<file path="src/include/ars_pkg.sv">
package ars_pkg;

  localparam int          ARS_MAX_CYCLES   = 8;
  localparam int          ARS_NUM_SETS     = 4;
  localparam int          ARS_NUM_SWITCH   = 3;
  localparam int          ARS_SW_SETTING   = 0;
  localparam int          ARS_SW_SYSIF     = 1;
  localparam int          ARS_SW_BINARY    = 2;
  localparam int          ARS_CLK_PERIOD_NS = 50;
  localparam int          ARS_TICK_NS      = 1000000;
  localparam int          ARS_TICK_CYCLES  = (ARS_TICK_NS + ARS_CLK_PERIOD_NS - 1)
                                             / ARS_CLK_PERIOD_NS;
  localparam int          ARS_TIME_W       = 16;
  localparam logic [15:0] ARS_RECLAIM_MS   = 16'h0BB8;
  localparam logic [2:0]  ARS_SWITCH_RESET = 3'h0;

  typedef enum logic {
    ARS_MODE_NO_ACTION = 1'b0,
    ARS_MODE_ACTION    = 1'b1
  } ars_mode_type;

  typedef enum logic [2:0] {
    ARS_IDLE    = 3'b000,
    ARS_PICKUP  = 3'b001,
    ARS_TRIPPED = 3'b010,
    ARS_DEAD    = 3'b011,
    ARS_RECLAIM = 3'b100,
    ARS_LOCKOUT = 3'b101
  } ars_state_type;

  typedef struct packed {
    logic [ARS_TIME_W-1:0] action_ms;
    logic [ARS_TIME_W-1:0] dead_ms;
    logic                  start_allowed;
    logic                  three_pole;
  } ars_cycle_set_type;

  typedef struct packed {
    logic on_req;
    logic off_req;
  } ars_switch_req_type;

endpackage : ars_pkg

</file>
<file path="src/logic/ars_sequencer.sv">
`timescale 1ns/1ps

// Notes on behaviour
// At most eight reclose attempts per fault
// Cycles five onward reuse fourth parameter set
// Three switch sources, state kept non-volatile
// Switch on only from the switching-off source
// Active only when all three sources on
// Setting/interface switching refused during fault
// Readiness outputs for first and later cycles
// First enabled trip latched once per fault
// Optional breaker-ready check blocks start
// Per-source bit allows trip to start
// Non-short-circuit trips never start reclosure
// Mode selects action times; else start on trip
// Per-set action timers start from ORed pickups
// Expired timer without trip: cycle not performable
// Start permission per cycle gates first start
// Expired cycle skipped to next permitted one
// Common ms tick; reset returns to idle
module ars_sequencer
  import ars_pkg::*;
#(
  parameter int NUM_SRC     = 4,
  parameter int NUM_CYCLES  = ARS_MAX_CYCLES,
  parameter int TICK_CYCLES = ARS_TICK_CYCLES
) (
  input  wire logic                   core_clk_in,
  input  wire logic                   rst_in,
  input  wire ars_switch_req_type     sw_req_in [ARS_NUM_SWITCH],
  input  wire logic                   nv_load_in,
  input  wire logic [2:0]             nv_state_in,
  input  wire ars_mode_type           reclose_timing_mode_in,
  input  wire ars_cycle_set_type      cycle_set_in [ARS_NUM_SETS],
  input  wire logic [NUM_SRC-1:0]     src_reclose_en_in,
  input  wire logic [NUM_SRC-1:0]     src_pickup_in,
  input  wire logic [NUM_SRC-1:0]     src_trip_in,
  input  wire logic                   nonsc_trip_in,
  input  wire logic                   cb_ready_in,
  input  wire logic                   cb_check_en_in,
  output logic [2:0]                  switch_off_state_out,
  output logic                        reclose_enable_setting_function_out,
  output logic [NUM_CYCLES-1:0]       cycle_ready_out,
  output logic                        started_out,
  output logic [2:0]                  cycle_out,
  output logic                        three_pole_out,
  output logic                        reclose_cmd_out,
  output logic                        lockout_out,
  output logic [ARS_NUM_SETS-1:0]     not_performable_out,
  output logic                        fault_busy_out
);

  if (NUM_CYCLES < 1 || NUM_CYCLES > ARS_MAX_CYCLES || NUM_SRC < 1
      || TICK_CYCLES < 2) begin : g_bad_param
    $error("ars_sequencer parameters out of range");
  end

  localparam int TW = $clog2(TICK_CYCLES);

  function automatic logic [1:0] set_of(input logic [2:0] cyc);
    set_of = (cyc > 3'h3) ? 2'h3 : cyc[1:0];
  endfunction : set_of

  // Time base
  logic [TW-1:0] tick_cnt_reg;
  logic [TW-1:0] tick_cnt_next;
  logic          tick;

  always_comb begin
    tick          = (tick_cnt_reg == TW'(TICK_CYCLES - 1));
    tick_cnt_next = tick ? '0 : tick_cnt_reg + TW'(1);
  end

  always_ff @(posedge core_clk_in or posedge rst_in) begin
    if (rst_in) begin
      tick_cnt_reg <= '0;
    end else begin
      tick_cnt_reg <= tick_cnt_next;
    end
  end

  // Switching state, bit set means switched off by that source
  logic [2:0]    sw_off_reg;
  logic [2:0]    sw_off_next;
  logic          active;
  ars_state_type state_reg;
  ars_state_type state_next;
  logic          busy;

  always_comb begin
    busy        = (state_reg != ARS_IDLE) || nonsc_trip_in;
    sw_off_next = sw_off_reg;
    if (nv_load_in) begin
      sw_off_next = nv_state_in;
    end else begin
      for (int i = 0; i < ARS_NUM_SWITCH; i++) begin
        if (!(busy && i != ARS_SW_BINARY)) begin
          if (sw_req_in[i].off_req) begin
            sw_off_next[i] = 1'b1;
          end else if (sw_req_in[i].on_req) begin
            sw_off_next[i] = 1'b0;
          end
        end
      end
    end
    active = (sw_off_reg == 3'h0);
  end

  always_ff @(posedge core_clk_in or posedge rst_in) begin
    if (rst_in) begin
      sw_off_reg <= ARS_SWITCH_RESET;
    end else begin
      sw_off_reg <= sw_off_next;
    end
  end

  // Start-capable sources only; non-short-circuit trips kept apart
  logic pickup_any;
  logic trip_any;
  logic pickup_d_reg;
  logic pickup_rise;

  always_comb begin
    pickup_any  = |(src_pickup_in & src_reclose_en_in);
    trip_any    = |(src_trip_in & src_reclose_en_in);
    pickup_rise = pickup_any && !pickup_d_reg;
  end

  // Action timers, one per parameter set
  logic [ARS_TIME_W-1:0]   act_cnt_reg [ARS_NUM_SETS];
  logic [ARS_TIME_W-1:0]   act_cnt_next [ARS_NUM_SETS];
  logic [ARS_NUM_SETS-1:0] expired;
  logic                    timers_clr;
  logic [ARS_NUM_SETS-1:0] np_reg;
  logic [ARS_NUM_SETS-1:0] np_next;
  logic                    waiting_trip;

  genvar g;
  generate
    for (g = 0; g < ARS_NUM_SETS; g++) begin : g_act
      always_comb begin
        expired[g] = (reclose_timing_mode_in == ARS_MODE_ACTION)
                     && (act_cnt_reg[g] >= cycle_set_in[g].action_ms);
        if (timers_clr) begin
          act_cnt_next[g] = '0;
        end else if (tick && !expired[g] && act_cnt_reg[g] != '1) begin
          act_cnt_next[g] = act_cnt_reg[g] + ARS_TIME_W'(1);
        end else begin
          act_cnt_next[g] = act_cnt_reg[g];
        end
        if (state_reg == ARS_IDLE) begin
          np_next[g] = 1'b0;
        end else begin
          np_next[g] = np_reg[g] || (expired[g] && waiting_trip && !trip_any);
        end
      end
      always_ff @(posedge core_clk_in or posedge rst_in) begin
        if (rst_in) begin
          act_cnt_reg[g] <= '0;
          np_reg[g]      <= 1'b0;
        end else begin
          act_cnt_reg[g] <= act_cnt_next[g];
          np_reg[g]      <= np_next[g];
        end
      end
    end
  endgenerate

  // Cycle search
  logic       first_ok;
  logic [2:0] first_cyc;
  logic       next_ok;
  logic [2:0] next_cyc;
  logic [2:0] cur_reg;
  logic [2:0] cur_next;

  always_comb begin
    first_ok  = 1'b0;
    first_cyc = 3'h0;
    next_ok   = 1'b0;
    next_cyc  = 3'h0;
    for (int c = NUM_CYCLES - 1; c >= 0; c--) begin
      if (cycle_set_in[set_of(3'(c))].start_allowed
          && !expired[set_of(3'(c))]) begin
        first_ok  = 1'b1;
        first_cyc = 3'(c);
      end
      if (c > int'(cur_reg) && !expired[set_of(3'(c))]) begin
        next_ok  = 1'b1;
        next_cyc = 3'(c);
      end
    end
  end

  // Sequencer
  logic [ARS_TIME_W-1:0] seq_cnt_reg;
  logic [ARS_TIME_W-1:0] seq_cnt_next;
  logic                  started_reg;
  logic                  started_next;
  logic                  reclose_reg;
  logic                  reclose_next;
  logic                  cb_ok;

  always_comb begin
    state_next   = state_reg;
    cur_next     = cur_reg;
    seq_cnt_next = seq_cnt_reg;
    started_next = started_reg;
    reclose_next = 1'b0;
    timers_clr   = 1'b0;
    waiting_trip = 1'b0;
    cb_ok        = cb_ready_in || !cb_check_en_in;
    if (tick && seq_cnt_reg != '1) begin
      seq_cnt_next = seq_cnt_reg + ARS_TIME_W'(1);
    end
    unique case (state_reg)
      ARS_IDLE: begin
        started_next = 1'b0;
        timers_clr   = 1'b1;
        cur_next     = 3'h0;
        if (active && trip_any) begin
          if (!cb_ok || !first_ok) begin
            state_next = ARS_LOCKOUT;
          end else begin
            started_next = 1'b1;
            cur_next     = first_cyc;
            state_next   = ARS_TRIPPED;
          end
        end else if (active && pickup_any
                     && reclose_timing_mode_in == ARS_MODE_ACTION) begin
          state_next = ARS_PICKUP;
        end
      end
      ARS_PICKUP: begin
        waiting_trip = 1'b1;
        if (trip_any) begin
          if (!cb_ok || !first_ok) begin
            state_next = ARS_LOCKOUT;
          end else begin
            started_next = 1'b1;
            cur_next     = first_cyc;
            state_next   = ARS_TRIPPED;
          end
        end else if (!pickup_any) begin
          state_next = ARS_IDLE;
        end
      end
      ARS_TRIPPED: begin
        seq_cnt_next = '0;
        if (!trip_any) begin
          state_next = ARS_DEAD;
        end
      end
      ARS_DEAD: begin
        if (trip_any) begin
          state_next = ARS_TRIPPED;
        end else if (seq_cnt_reg >= cycle_set_in[set_of(cur_reg)].dead_ms) begin
          reclose_next = 1'b1;
          seq_cnt_next = '0;
          state_next   = ARS_RECLAIM;
        end
      end
      ARS_RECLAIM: begin
        waiting_trip = 1'b1;
        timers_clr   = pickup_rise;
        if (trip_any) begin
          if (started_reg && next_ok) begin
            cur_next   = next_cyc;
            state_next = ARS_TRIPPED;
          end else begin
            state_next = ARS_LOCKOUT;
          end
        end else if (seq_cnt_reg >= ARS_RECLAIM_MS) begin
          started_next = 1'b0;
          state_next   = ARS_IDLE;
        end
      end
      ARS_LOCKOUT: begin
        started_next = 1'b0;
        if (!trip_any && !pickup_any) begin
          state_next = ARS_IDLE;
        end
      end
      default: begin
        state_next = ARS_IDLE;
      end
    endcase
  end

  always_ff @(posedge core_clk_in or posedge rst_in) begin
    if (rst_in) begin
      state_reg    <= ARS_IDLE;
      cur_reg      <= 3'h0;
      seq_cnt_reg  <= '0;
      started_reg  <= 1'b0;
      reclose_reg  <= 1'b0;
      pickup_d_reg <= 1'b0;
    end else begin
      state_reg    <= state_next;
      cur_reg      <= cur_next;
      seq_cnt_reg  <= seq_cnt_next;
      started_reg  <= started_next;
      reclose_reg  <= reclose_next;
      pickup_d_reg <= pickup_any;
    end
  end

  // Readiness: first cycle from idle, later cycles during reclaim
  generate
    for (g = 0; g < NUM_CYCLES; g++) begin : g_rdy
      if (g == 0) begin : g_first
        assign cycle_ready_out[g] = active && (state_reg == ARS_IDLE);
      end else begin : g_later
        assign cycle_ready_out[g] = active && (state_reg == ARS_RECLAIM)
                                    && (cur_reg == 3'(g - 1));
      end
    end
  endgenerate

  assign switch_off_state_out      = sw_off_reg;
  assign reclose_enable_setting_function_out = active;
  assign started_out               = started_reg;
  assign cycle_out                 = cur_reg;
  assign three_pole_out            = cycle_set_in[set_of(cur_reg)].three_pole;
  assign reclose_cmd_out           = reclose_reg;
  assign lockout_out               = (state_reg == ARS_LOCKOUT);
  assign not_performable_out       = np_reg;
  assign fault_busy_out            = busy;

endmodule : ars_sequencer

</file>
<file path="config.mk">
export PLATFORM = sky130hd
export DESIGN_NAME = ars_sequencer
export DESIGN_NICKNAME = d
export VERILOG_FILES = /design/src/include/ars_pkg.sv /design/src/logic/ars_sequencer.sv
export SDC_FILE = /design/constraint.sdc
export NUM_CORES = 1
export LEC_CHECK = 0
export BUFFER_PORTS_ARGS = -buffer_cell sky130_fd_sc_hd__buf_4
export CELL_PAD_IN_SITES_DETAIL_PLACEMENT = 0
export CELL_PAD_IN_SITES_GLOBAL_PLACEMENT = 2
export CORE_ASPECT_RATIO = 0.7
export CORE_MARGIN = 3
export CORE_UTILIZATION = 32
export DETAILED_ROUTE_END_ITERATION = 10
export PLACE_DENSITY = 0.79
export RECOVER_POWER = 25
export SETUP_SLACK_MARGIN = 0.15
export SYNTH_ARGS = -nofsm -noshare
export SYNTH_HDL_FRONTEND = slang
export SYNTH_SLANG_ARGS = --single-unit
</file>
<file path="constraint.sdc">
create_clock -name core_clk_in -period 4.5 [get_ports core_clk_in]
set_clock_uncertainty 0.2 [all_clocks]
set_input_delay 0.675 -clock core_clk_in [delete_from_list [all_inputs] [get_ports core_clk_in]]
set_output_delay 0.675 -clock core_clk_in [all_outputs]
set_load 0.02 [all_outputs]
</file>
Word-level counts from Yosys, hierarchy flattened
Cells that the tools add are included.
- register bits after elaboration: 111
- input bits: 164
- output and inout bits: 24
- logic and storage cells: 241
- add/sub/neg operators: 6
- order comparisons: 15
- equality and inequality tests: 30
- muxes and demuxes: 84
- bitwise gates (word level): 3
- reduce and logical (&&, ||, !) cells: 85
- operators with widths (cell ; number):
    $mux W16 ; 11
    $mux W3 ; 29
    $add A16 B1 Y16 const B ; 5
    $ge A16 B16 Y1 ; 5
    $ne A16 B16 Y1 const B ; 5
    $bmux W34 S2 ; 1
    $logic_and A1 B1 Y1 ; 47
    $mux W18 ; 2
    $mux W1 ; 33
    $pmux W16 S2 ; 1
    $pmux W3 S6 ; 1
    $ge A16 B12 Y1 const B ; 1
    $ne A2 B2 Y1 const B ; 8
    $add A15 B1 Y15 const B ; 1
    $eq A15 B15 Y1 const B ; 1
    $eq A3 B3 Y1 const B ; 5
    $mux W15 ; 1
    $reduce_bool A3 Y1 ; 5
    $eq A3 B2 Y1 const B ; 4
    $gt A3 B3 Y1 const A ; 4
    $logic_not A1 Y1 ; 10
    $reduce_and A5 Y1 ; 2
    $logic_not A3 Y1 ; 3
    $ne A3 B3 Y1 const B ; 3
    20 further kinds ; 35

Depth between registers and ports, before layout
Gate-level depths: netlist (run 1).
- depth in word-level cells: 15
- mapped depth: 18
- gate-level depth less buffers: 14

Least setup slack after synthesis (run 1)
No wires, ideal clock.
- kind: reg-to-reg
- start point: register cur_reg[2], in the netlist cycle_out[2]
- end point: register seq_cnt_reg[0]
- setup time: 0.132 ns
- arrival: 3.212 ns
- required time: 4.168 ns
- path slack: 0.956 ns
- cell stages (with the launch flop): 18
- buffers on the path: 5
- clock period less this slack: 3.544 ns
- cell sequence: dfrtp_1 > clkbuf_1 > or2_2 > clkbuf_1 > clkbuf_1 > clkbuf_1 > a31oi_1 > ha_1 > nand2b_1 > a21o_1 > a21oi_1 > o211ai_1 > a21oi_1 > nor2_1 > nor2_1 > nor2_1 > clkbuf_1 > nor2_1
- word-level cells in the longest chain between the ends: 10
- RTL lines (what ; line ; text):
    start: declaration ; ars_sequencer.sv:174 ; logic [2:0] cur_reg;
    start signal: assignment ; ars_sequencer.sv:300 ; cur_reg <= cur_next;
    $gt A3 B2 Y1 ; ars_sequencer.sv:61 ; set_of = (cyc > 3'h3) ? 2'h3 : cyc[1:0];
    $mux W2 ; ars_sequencer.sv:61 ;
    $not A2 Y3 (not written as such) ; ars_sequencer.sv:257 ; end else if (seq_cnt_reg >= cycle_set_in[set_of(cur_reg)].dead_ms) begin
    $bmux W34 S2 ; ars_sequencer.sv:257 ;
    $mux W18 (2 in a row) ; -- ;
    $ge A16 B16 Y1 ; ars_sequencer.sv:257 ;
    $mux W16 ; ars_sequencer.sv:257 ;
    $mux W16 ; ars_sequencer.sv:255 ; if (trip_any) begin
    $pmux W16 S2 ; ars_sequencer.sv:216 ; unique case (state_reg)
    via seq_cnt_next[0] ; ars_sequencer.sv:197 ; logic [ARS_TIME_W-1:0] seq_cnt_next;
    end signal: assignment ; ars_sequencer.sv:301 ; seq_cnt_reg <= seq_cnt_next;
    end: declaration ; ars_sequencer.sv:196 ; logic [ARS_TIME_W-1:0] seq_cnt_reg;
The timed path passes the listed nets, and every way through them passes these cells. The select of a mux whose other input is x is not followed.
A chain may end at the register's enable or synchronous reset.

Final worst setup path (run 1)
- start point: register cur_reg[2], in the netlist cycle_out[2]
- end point: register state_reg[1]
- word-level cells in the longest chain between the ends: 13
- RTL lines (what ; line ; text):
    parallel branches: the longest is 13 deep, another holds $ge A16 B16 Y1 ; -- ;
    end signal: assignment ; ars_sequencer.sv:299 ; state_reg <= state_next;
    end: declaration ; ars_sequencer.sv:86 ; ars_state_type state_reg;
Parallel ways; which one is timed is not known. The select of a mux whose other input is x is not followed.

==> impl_metrics.yaml, run 1 <==
pwr:
  peakVddDrop_mv: 0.197
  p_leak_nw: 5.11
  powerDensity_nw_per_um2: 308
min_path:
  hp-class: "register to register"
cts:
  clock_path_buffers: 2
  cts_setup_buffers: 0
  cts_max_level: 3
  clock_sinks: 111
  clk_latency_ns: 0.36
  ctsRootBufferMaster: "clkbuf_16"
  hold_buffers: 0
  clk_pin_slew_worst_paths_ns: 0.08
  numCtsBuffers: 9
  cts_tree: "built"
layout:
  utilization_pct: 40.9
  fin_area_um2: 10600
  final_common_cell: "buf_4"
  drive_above_1_share_pct: 21.1
  fin_nets: 1433
  syn2layout_area_growth_pct: 25.2
  layout_common_cells: "buf_4, nor2_1, dfrtp_1, nand2_1, ha_1"
  fin_cells: 1544
  largest_reg_flops: 64
  diodes: 0
drt:
  finalWirelength_um: 24600
  vias: 7486
  wl_per_cell_um: 16.0
  ant_nets: 0
  drt_iter0_drc: 440
  drc: 0
  first_pass_iters: 5
  vias_per_cell: 4.85
grt:
  grt_usage_pct: 17.5
  antenna_found_initial: 0
  grt_pass1_wl_um: 39300
  grt-ovfl-total: 0
  grt_pass1_vias: 7084
  grt_max_degree: 74
critical_path:
  setup.worst_path.end_class: "register"
  critPathTopFamily: "compound AO/OA/AOI/OAI gates"
  worstPathBufferInverterCount: 0
  slowest_stage: "or2_2"
  crit_path_start_kind: "register"
  cp.required_ns: 4.53
  critPathArrivalTime_ns: 3.78
  max_stage_delay_ns: 0.64
  crit_top_cell: "a21oi_1"
  path_class: "register to register"
  path_cells: "or2_2 > o21ai_0 > ha_1 > a21o_1 > a211oi_1 > o211ai_1 > a21oi_1 > a21oi_1 > o22ai_1 > or4_1 > nand3b_1"
  critPathMaxFanout: 42
yosys:
  synthesis.instances: 1005
  ys_ff_latch: 111
  async_reset_ff_share_pct: 100
  yosys_most_used_dff: "dfrtp_1"
  synth_cell_type_count: 76
  ys_warn_count: 0
  yosysSeqAreaShare_pct: 32.9
  synth_area_um2: 8440
  synth-edff-count: 0
  syn_avg_cell_area_um2: 8.39
  synth_nets: 1256
timing:
  min_period_over_period_pct: 83.3
  fin_setup_tns_ns: 0
  drv_slew: 74
  post-route-min-period_ns: 3.75
  setup_ws_ns: 0.753
  setup_viol: 0
  fmaxAchievable_ghz: 0.267
  hold_violations: 0
  relSlewSlack_pct: -93.4
  worstMarginPinSlew_ns: 2.90
  rsz0062_at_grt: "no"
placement:
  place_ws_ns: 0.566
  place_congestion: 0.821
  hpwl_um: 19600
  io_buffers: 187
  placed_cell_area_um2: 10200
  post-place-cells: 1528
die:
  rows: 49
  dieArea_um2: 28400
  die_w_um: 200
  initial_core_util_pct: 32.7
  io_pins: 188
  coreArea_um2: 25800
  die_y_um: 142
flow_run:
  cap_violations: 1
status:
  status: "finished with violations"
  violations: "capacitance limit, slew limit"
-- metrics by stage --
stage / power [W] / hold slack, ns
6_report: 0.00326 / 0.287
4_1_cts: 0.00328 / 0.283
3_3_place_gp: 0.00241 / 0.278
5_1_grt: 0.00347 / 0.304
2_1_floorplan: 0.00194 / 0.247
3_5_place_dp: 0.00242 / 0.272
-- cell families (layout without fill, tap and decap cells) --
logic type	count (synthesis)	count (layout)	synth area share, %
AOI/OAI and AO/OA	178	178	14.2
xor gates and xnor gates	75	75	7.79
adders and majority gates	87	87	12.9
buffers and inverters	115	297	5.15
DFF	111	111	32.9
muxes	19	19	2.48
and+or+nand+nor	420	420	24.6
-- path summary, 6_finish.rpt --
check / startpoint / to / slack, ns / cells past startpoint
max in group asynchronous: rst_in / started_out$_DFFE_PP0P_ / 1.27 / 2
min in group asynchronous: rst_in / act_cnt_reg[33]$_DFFE_PP0P_ / 1.16 / 2
hold reg to reg: tick_cnt_reg[0]$_DFF_PP0_ / tick_cnt_reg[0]$_DFF_PP0_ / 0.29 / 1
hold / removal: tick_cnt_reg[0]$_DFF_PP0_ / tick_cnt_reg[0]$_DFF_PP0_ / 0.29 / 1
setup / recovery: cycle_out[2]$_DFFE_PP0P_ / state_reg[1]$_DFFE_PP0P_ / 0.75 / 11
setup reg to reg: cycle_out[2]$_DFFE_PP0P_ / state_reg[1]$_DFFE_PP0P_ / 0.75 / 11
-- power by group --
group / switching (W) / internal [W] / total, W
Combinational: 0.000803 / 0.000487 / 0.00129
Sequential: 0.0000870 / 0.00103 / 0.00112
Clock: 0.000407 / 0.000443 / 0.000850
-- synth_stat cells (3+ instances only) --
library cell,n,area [um2]
o21a_1,8,60.1
inv_1,85,319
nor4b_1,3,26.3
mux2i_1,4,40.0
ha_1,87,1090
mux2_2,15,169
nand3_1,42,210
nor3b_1,3,22.5
nor2_1,128,480
dfrtp_1,111,2780
or4_1,3,22.5
o22ai_1,3,18.8
a21o_1,9,67.6
clkbuf_1,25,93.8
nor3_1,19,95.1
a211oi_1,7,52.6
xor2_1,40,350
a31oi_1,6,37.5
o211ai_1,6,45.0
nand2b_1,11,68.8
xnor2_1,35,307
nor2b_1,8,50.1
and3_1,10,62.6
nand4_1,30,188
or3_1,12,75.1
a22oi_1,6,45.0
nor4_1,4,25.0
and4_1,11,96.3
o21ai_0,50,250
nand2_1,107,402
and2_1,11,68.8
a21oi_1,51,255
or2_2,4,25.0
-- cell type report --
cell class	instances	area (um2)
repair buffers	195	1460
flip-flops and latches	111	2780
well taps	357	447
inverters	86	323
clock buffers	10	229
multi-input cells	779	5240
clock inverters	6	80.1
fillers	2684	15300
-- routing by layer --
metal / wire, um / global-route usage, %
met1: 13800 / 29.2
met5: 0 / 0
met2: 9650 / 23.5
met3: 1090 / 2.78
met4: 135 / 2.46
-- timing repair --
item | 4_1_cts | 5_1_grt
gates resized for setup | 0 | 1
hold endpoints to repair | 0 | 0
endpoints found under the setup margin | 0 | 1
(Power assumes the default switching activity.)
==> run 2: changes to the inputs <==
--- a/config.mk
+++ b/config.mk
@@ -5,14 +5,15 @@
 export SDC_FILE = /design/constraint.sdc
 export NUM_CORES = 1
 export LEC_CHECK = 0
+export ABC_AREA = 1
 export BUFFER_PORTS_ARGS = -buffer_cell sky130_fd_sc_hd__buf_4
 export CELL_PAD_IN_SITES_DETAIL_PLACEMENT = 0
 export CELL_PAD_IN_SITES_GLOBAL_PLACEMENT = 2
 export CORE_ASPECT_RATIO = 0.7
 export CORE_MARGIN = 3
-export CORE_UTILIZATION = 32
+export CORE_UTILIZATION = 28
 export DETAILED_ROUTE_END_ITERATION = 10
-export PLACE_DENSITY = 0.79
+export PLACE_DENSITY = 0.77
 export RECOVER_POWER = 25
 export SETUP_SLACK_MARGIN = 0.15
 export SYNTH_ARGS = -nofsm -noshare
==> constraint.sdc (replaced) <==
create_clock -name core_clk_in -period 3.2 [get_ports core_clk_in]
set_clock_uncertainty 0.2 [all_clocks]
set_input_delay 0.48 -clock core_clk_in [delete_from_list [all_inputs] [get_ports core_clk_in]]
set_output_delay 0.48 -clock core_clk_in [all_outputs]
set_load 0.02 [all_outputs]
==> run 2 against run 1 <==
Against the previous run:
- the flow now finishes without violations
- utilization fell by 3.3 points
- area after synthesis rose by 7.2%
- die area rose by 22%
- first-iteration DRC count rose by 9.3%
- synthesized cell count rose by 29%
- via count rose by 22%
- critical path depth rose by 6
- combinational power rose by 89%
- fmax rose by 27%
- flip-flop and latch count did not move
- register-to-register slack got worse by 0.51 ns
- worst setup slack got worse by 0.51 ns
==> impl_metrics.yaml, run 2 <==
timing:
  fin_setup_tns_ns: 0
  drv_slew: 0
  min_period_over_period_pct: 92.5
  fmaxAchievable_ghz: 0.338
  setup_viol: 0
  rsz0062_at_grt: "no"
  hold_violations: 0
  relSlewSlack_pct: 28.3
  post-route-min-period_ns: 2.96
  worstMarginPinSlew_ns: 1.08
pwr:
  p_switching_w: 0.00202
  peakVddDrop_mv: 0.260
  clockPowerShare_pct: 21.4
  powerDensity_nw_per_um2: 426
  p_leak_nw: 6.01
  internal-power_w: 0.00302
  netSwitchingFraction_pct: 40.0
  seqPwrFrac_pct: 30.2
  pwr-share-comb_pct: 48.4
grt:
  grt_usage_pct: 16.0
  grt_pass1_wl_um: 44900
  grt_max_degree: 42
  grt_pass1_vias: 8465
  antenna_found_initial: 1
  grt-ovfl-total: 0
cts:
  clock_sinks: 111
  ctsRootBufferMaster: "clkbuf_16"
  cts_tree: "built"
  clock_path_buffers: 2
  clk_pin_slew_worst_paths_ns: 0.07
  numCtsBuffers: 9
  cts_max_level: 3
  clk_latency_ns: 0.37
critical_path:
  crit_path_start_kind: "register"
  setup.worst_path.end_class: "register"
  max_stage_delay_ns: 0.45
  cp.required_ns: 3.24
  reg2reg_depth: 17
  critPathArrivalTime_ns: 3.00
  path_class: "register to register"
  critPathMaxFanout: 15
  path_cells: "nor2_4 > buf_12 > buf_12 > clkbuf_16 > nand2_1 > a31o_2 > ha_1 > nand2_1 > inv_1 > nand3_2 > nor3_2 > nand3_1 > nand3_4 > nand3_4 > nand2_4 > clkbuf_16 > a211oi_1"
  slowest_stage: "dfrtp_2"
die:
  dieArea_um2: 34500
  rows: 54
  die_y_um: 156
  io_pins: 188
  initial_core_util_pct: 28.7
  coreArea_um2: 31500
  die_w_um: 221
yosys:
  synth_top_area_cell: "dfrtp_1"
  ys_warn_count: 0
  synth_cell_type_count: 50
  yosysSeqAreaShare_pct: 30.7
  ys_ff_latch: 111
  async_reset_ff_share_pct: 100
  synth_nets: 1547
  netlist.area_leader.share_pct: 30.7
  synth_common_cells: "nand2_1, inv_1, nor2_1"
  synthTopCellsByArea: "dfrtp_1, ha_1, nand2_1, inv_1, nor2_1"
  syn_avg_cell_area_um2: 6.98
  synth_area_um2: 9050
  synth_most_common_cell: "nand2_1"
  synth-edff-count: 0
  synthesis.instances: 1296
  yosys_most_used_dff: "dfrtp_1"
drt:
  vias: 9118
  finalWirelength_um: 29000
  ant_nets: 0
  vias_per_cell: 4.67
  drt_iter0_drc: 481
  first_pass_iters: 5
  wl_per_cell_um: 14.9
  drc: 0
placement:
  place_congestion: 0.832
  io_buffers: 187
  placed_cell_area_um2: 11200
  post-place-cells: 1919
  hpwl_um: 23100
layout:
  drive_above_1_share_pct: 21.1
  final_common_cell: "nand2_1"
  fin_cells: 1953
  fin_nets: 1780
  multiInputGateArea_um2: 5520
  fin_area_um2: 11800
  utilization_pct: 37.6
  largest_reg_flops: 64
  syn2layout_area_growth_pct: 30.8
  regArea_um2: 2780
  layout_common_cells: "nand2_1, buf_4, inv_1, nor2_1, dfrtp_1"
  diodes: 0
  fill_cells: 3409
status:
  status: "completed"
min_path:
  hold_depth: 3
  hp-class: "input port to register"
flow_run:
  cap_violations: 0
## run 2: changes by cell type after synthesis, sizes merged, moves of 12 or more
cell / change
inv: +133
nand3: +24
or3: -12
a21oi: +35
xnor2: -30
nor3: +21
nand2: +181
xor2: -23
nor2: +32
mux2: -15
o32ai: +12
a31o: +12
nand2b: -12
## run 2: critical path, delay by kind of cell (launching register included)
family	cells	cell delay [ns]
compound gates	2	0.27
flops	1	0.45
simple gates	9	1.01
buf+inv	5	0.62
fa+ha+maj	1	0.26
## run 2: routing by layer
| layer | track usage (%) | part of all wire, % | routed length (um) | vias to the layer above |
|---|---|---|---|---|
| met4 | 2.79 | 0.93 | 269 | 2 |
| met5 | 0 | 0.045 | 13 | - |
| met2 | 22.8 | 41 | 11800 | 175 |
| met3 | 3.64 | 4.6 | 1340 | 12 |
| met1 | 24.8 | 54 | 15600 | 4146 |
| li1 | - | - | - | 4783 |
## run 2: power groups by stage
stage          combinational [W]  sequential (W)  clock, W
5_1_grt                  0.00271         0.00153   0.00118
3_3_place_gp             0.00207         0.00154         0
2_1_floorplan            0.00130         0.00155         0
4_1_cts                  0.00212         0.00152   0.00113
3_5_place_dp             0.00208         0.00154         0
6_report                 0.00244         0.00152   0.00108
## run 2: area by class of cell
type	instances	area share (%)
clock buffers	11	2.05
clock inverters	4	0.190
inverters	220	7.02
multi-input cells	947	46.6
flip-flops and latches	111	23.5
well taps	420	4.44
repair buffers	239	16.1
repair inverters	1	0.0634
## run 2: cell families (layout without fill, tap and decap cells)
group / after synthesis / count (layout) / share of synthesized area [%]
and+or+nand+nor: 604 / 604 / 28.8
AOI/OAI and AO/OA: 234 / 234 / 16.4
adders and majority gates: 87 / 87 / 12.0
DFF: 111 / 111 / 30.7
xor gates and xnor gates: 22 / 22 / 2.13
buffers and inverters: 238 / 475 / 9.88
## run 2: path summary, 6_finish.rpt
kind,from,end,slack (ns)
setup reg to reg,cycle_out[2]$_DFFE_PP0P_,seq_cnt_reg[1]$_DFF_PP0_,0.24
hold reg to reg,tick_cnt_reg[0]$_DFF_PP0_,tick_cnt_reg[0]$_DFF_PP0_,0.28
setup / recovery,cycle_out[2]$_DFFE_PP0P_,seq_cnt_reg[1]$_DFF_PP0_,0.24
min in group asynchronous,rst_in,switch_off_state_out[0]$_DFFE_PP0P_,0.63
hold / removal,nv_state_in[1],switch_off_state_out[1]$_DFFE_PP0P_,0.15
max in group asynchronous,rst_in,act_cnt_reg[29]$_DFFE_PP0P_,0.66
## run 2: metrics by stage
stage	setup slack, ns	power [W]	hold WS (ns)
6_report	0.241	0.00503	0.152
5_1_grt	0.114	0.00541	0.149
4_1_cts	0.157	0.00476	0.132
3_5_place_dp	0.0282	0.00362	0.263
3_3_place_gp	0.170	0.00361	0.255
2_1_floorplan	0.159	0.00284	0.233
## run 2: timing repair
| item | CTS | global route |
|---|---|---|
| setup endpoints to repair | 19 | 27 |
| cloned | 0 | 4 |
| pin swaps | 0 | 5 |
| hold endpoints to repair | 17 | 0 |
| setup buffers | 2 | 12 |
| gates resized for setup | 3 | 34 |
| hold buffers | 1 | 0 |
==> run 3: changes to the inputs <==
--- a/config.mk
+++ b/config.mk
@@ -9,7 +9,7 @@
 export BUFFER_PORTS_ARGS = -buffer_cell sky130_fd_sc_hd__buf_4
 export CELL_PAD_IN_SITES_DETAIL_PLACEMENT = 0
 export CELL_PAD_IN_SITES_GLOBAL_PLACEMENT = 2
-export CORE_ASPECT_RATIO = 0.7
+export CORE_ASPECT_RATIO = 0.6
 export CORE_MARGIN = 3
 export CORE_UTILIZATION = 28
 export DETAILED_ROUTE_END_ITERATION = 10
==> run 3 against run 2 <==
Against the previous run:
- the flow now finishes with violations (capacitance limit, slew limit)
- register-to-register slack worse by 0.02 ns
- non-clock buffer count down 4
- sequential share of layout area down 0.51 points
- clock power up 18%
- first-iteration DRC count up 23%
- critical path depth down 2
- via count up 1.3%
- power up 9.3%
- final area up 2.1%
==> impl_metrics.yaml, run 3 (synthesis gave the netlist of run 2 again) <==
cts:
  clock_sinks: 111
  clk_latency_ns: 0.38
  ctsRootBufferMaster: "clkbuf_16"
  clock_path_buffers: 2
  clk_pin_slew_worst_paths_ns: 0.08
  cts_max_level: 3
  hold_buffers: 0
  cts_tree: "built"
  numCtsBuffers: 9
grt:
  grt_usage_pct: 17.2
  grt_pass1_wl_um: 47800
  grt_pass1_vias: 9002
  grt-ovfl-total: 0
  antenna_found_initial: 0
  grt_max_degree: 40
timing:
  min_period_over_period_pct: 93.0
  drv_slew: 39
  post-route-min-period_ns: 2.97
  setup_ws_ns: 0.225
  fin_setup_tns_ns: 0
  fmaxAchievable_ghz: 0.336
  hold_violations: 0
  setup_viol: 0
  relSlewSlack_pct: -18.5
  rsz0062_at_grt: "yes"
  worstMarginPinSlew_ns: 1.77
placement:
  place_congestion: 0.821
  place_ws_ns: 0.0548
  io_buffers: 187
  post-place-cells: 1913
  hpwl_um: 23800
drt:
  ant_nets: 0
  finalWirelength_um: 30400
  vias_per_cell: 4.75
  drt_iter0_drc: 590
  first_pass_iters: 5
  vias: 9237
  drc: 0
  wl_per_cell_um: 15.7
die:
  dieArea_um2: 34600
  die_y_um: 145
  coreArea_um2: 31500
  io_pins: 188
  initial_core_util_pct: 28.7
  die_w_um: 238
  rows: 50
critical_path:
  slowest_stage: "dfrtp_2"
  critPathArrivalTime_ns: 3.04
  path_class: "register to register"
  cp.required_ns: 3.27
  crit_path_start_kind: "register"
  path_cells: "nor2_4 > buf_12 > clkinvlp_4 > buf_12 > nand2_1 > a31o_2 > ha_4 > a21oi_1 > o21ai_2 > a21oi_4 > nand3_4 > o31ai_4 > nor2_2 > nand2_1 > nand2_1"
  r2r_end: "state_reg[1]$_DFFE_PP0P_"
  critPathMaxFanout: 6
  max_stage_delay_ns: 0.45
  setup.worst_path.end_class: "register"
  ff2ff_setup_slack_ns: 0.23
  r2r-start: "cycle_out[2]$_DFFE_PP0P_"
  crit_top_cell: "nand2_1"
  reg2reg_depth: 15
layout:
  drive_above_1_share_pct: 22.6
  layout_common_cells: "nand2_1, buf_4, inv_1, nor2_1, dfrtp_1"
  fin_nets: 1775
  fin_cells: 1944
  syn2layout_area_growth_pct: 33.6
  largest_reg_flops: 64
  diodes: 0
  final_common_cell: "nand2_1"
pwr:
  p_switching_w: 0.00218
  clockPowerShare_pct: 23.2
  powerDensity_nw_per_um2: 456
  pwr-share-comb_pct: 49.2
  peakVddDrop_mv: 0.278
  internal-power_w: 0.00332
  p_leak_nw: 6.06
  netSwitchingFraction_pct: 39.6
  seqPwrFrac_pct: 27.6
min_path:
  hold_path_end: "switch_off_state_out[1]$_DFFE_PP0P_"
  hold_depth: 3
  hp-class: "input port to register"
  hp-start: "nv_state_in[1]"
flow_run:
  cap_violations: 1
status:
  status: "finished with violations"
  violations: "capacitance limit, slew limit"
-- run 3: cell count changes in the layout (fill, tap and decap cells not counted), sizes merged --
cell,before,now
buf,230,224
inv,217,216
clkinvlp,3,2
clkinv,5,4
dlygate4sd3,1,0
bufinv,0,2
clkbuf,19,22
-- run 3: power groups by stage --
stage	registers [W]	logic, W	clock network, W
2_1_floorplan	0.00155	0.00130	0
3_3_place_gp	0.00155	0.00210	0
3_5_place_dp	0.00154	0.00213	0
4_1_cts	0.00152	0.00215	0.00132
5_1_grt	0.00153	0.00301	0.00135
6_report	0.00152	0.00271	0.00127
-- run 3: layer usage --
metal  track usage [%]  up-vias  wire length (um)
li1                  -     4775                 -
met1              26.3     4287             16300
met2              24.8      159             12500
met3              3.48       16              1360
met4              3.41        0               279
met5                 0        -                 0
-- run 3: what timing repair did --
item	4_1_cts	5_1_grt
setup buffers	0	10
pin swaps	0	21
gates resized for setup	3	67
setup endpoints to repair	19	32
gates cloned	0	6
-- run 3: layout make-up --
| cell class | count | area, um2 |
|---|---|---|
| Clock inverter | 4 | 70.1 |
| Multi-Input combinational cell | 947 | 5680 |
| Inverter | 220 | 838 |
| Tap cell | 416 | 520 |
| Fill cell | 3278 | 19400 |
| Timing Repair Buffer | 235 | 1960 |
| Sequential cell | 111 | 2780 |
| Clock buffer | 11 | 243 |
-- run 3: through the flow --
stage / cell area (um2) / hold slack (ns) / power (W) / utilization, %
global route: 12100 / 0.145 / 0.00589 / 38.4
floorplan: 9070 / 0.233 / 0.00284 / -
CTS: 11500 / 0.0961 / 0.00499 / 36.7
global placement: 11200 / 0.253 / 0.00365 / 35.7
finish: 12100 / 0.141 / 0.00551 / 38.4
detailed placement: 11200 / 0.257 / 0.00367 / 35.7
-- run 3: worst max-delay path by stage --
stage,startpoint,to,slack [ns],cells after the start
finish,cycle_out[2]$_DFFE_PP0P_,state_reg[1]$_DFFE_PP0P_,0.23,15
global route,cycle_out[2]$_DFFE_PP0P_,state_reg[1]$_DFFE_PP0P_,0.03,16
CTS,cycle_out[2]$_DFFE_PP0P_,seq_cnt_reg[1]$_DFF_PP0_,0.18,14
detailed placement,cycle_out[2]$_DFFE_PP0P_,state_reg[0]$_DFFE_PP0P_,0.05,18
global placement,cycle_out[2]$_DFFE_PP0P_,seq_cnt_reg[13]$_DFF_PP0_,0.16,18
floorplan,cycle_out[2]$_DFFE_PP0P_,seq_cnt_reg[9]$_DFF_PP0_,0.16,17
-- run 3: worst max-delay path, delay by kind of cell, from the launching register on --
family	cells	cell delay, ns
AO/OA/AOI/OAI	5	0.93
adder cells (fa/ha/maj)	1	0.20
buffers and inverters	3	0.51
flip-flops	1	0.45
AND/OR/NAND/NOR	6	0.57
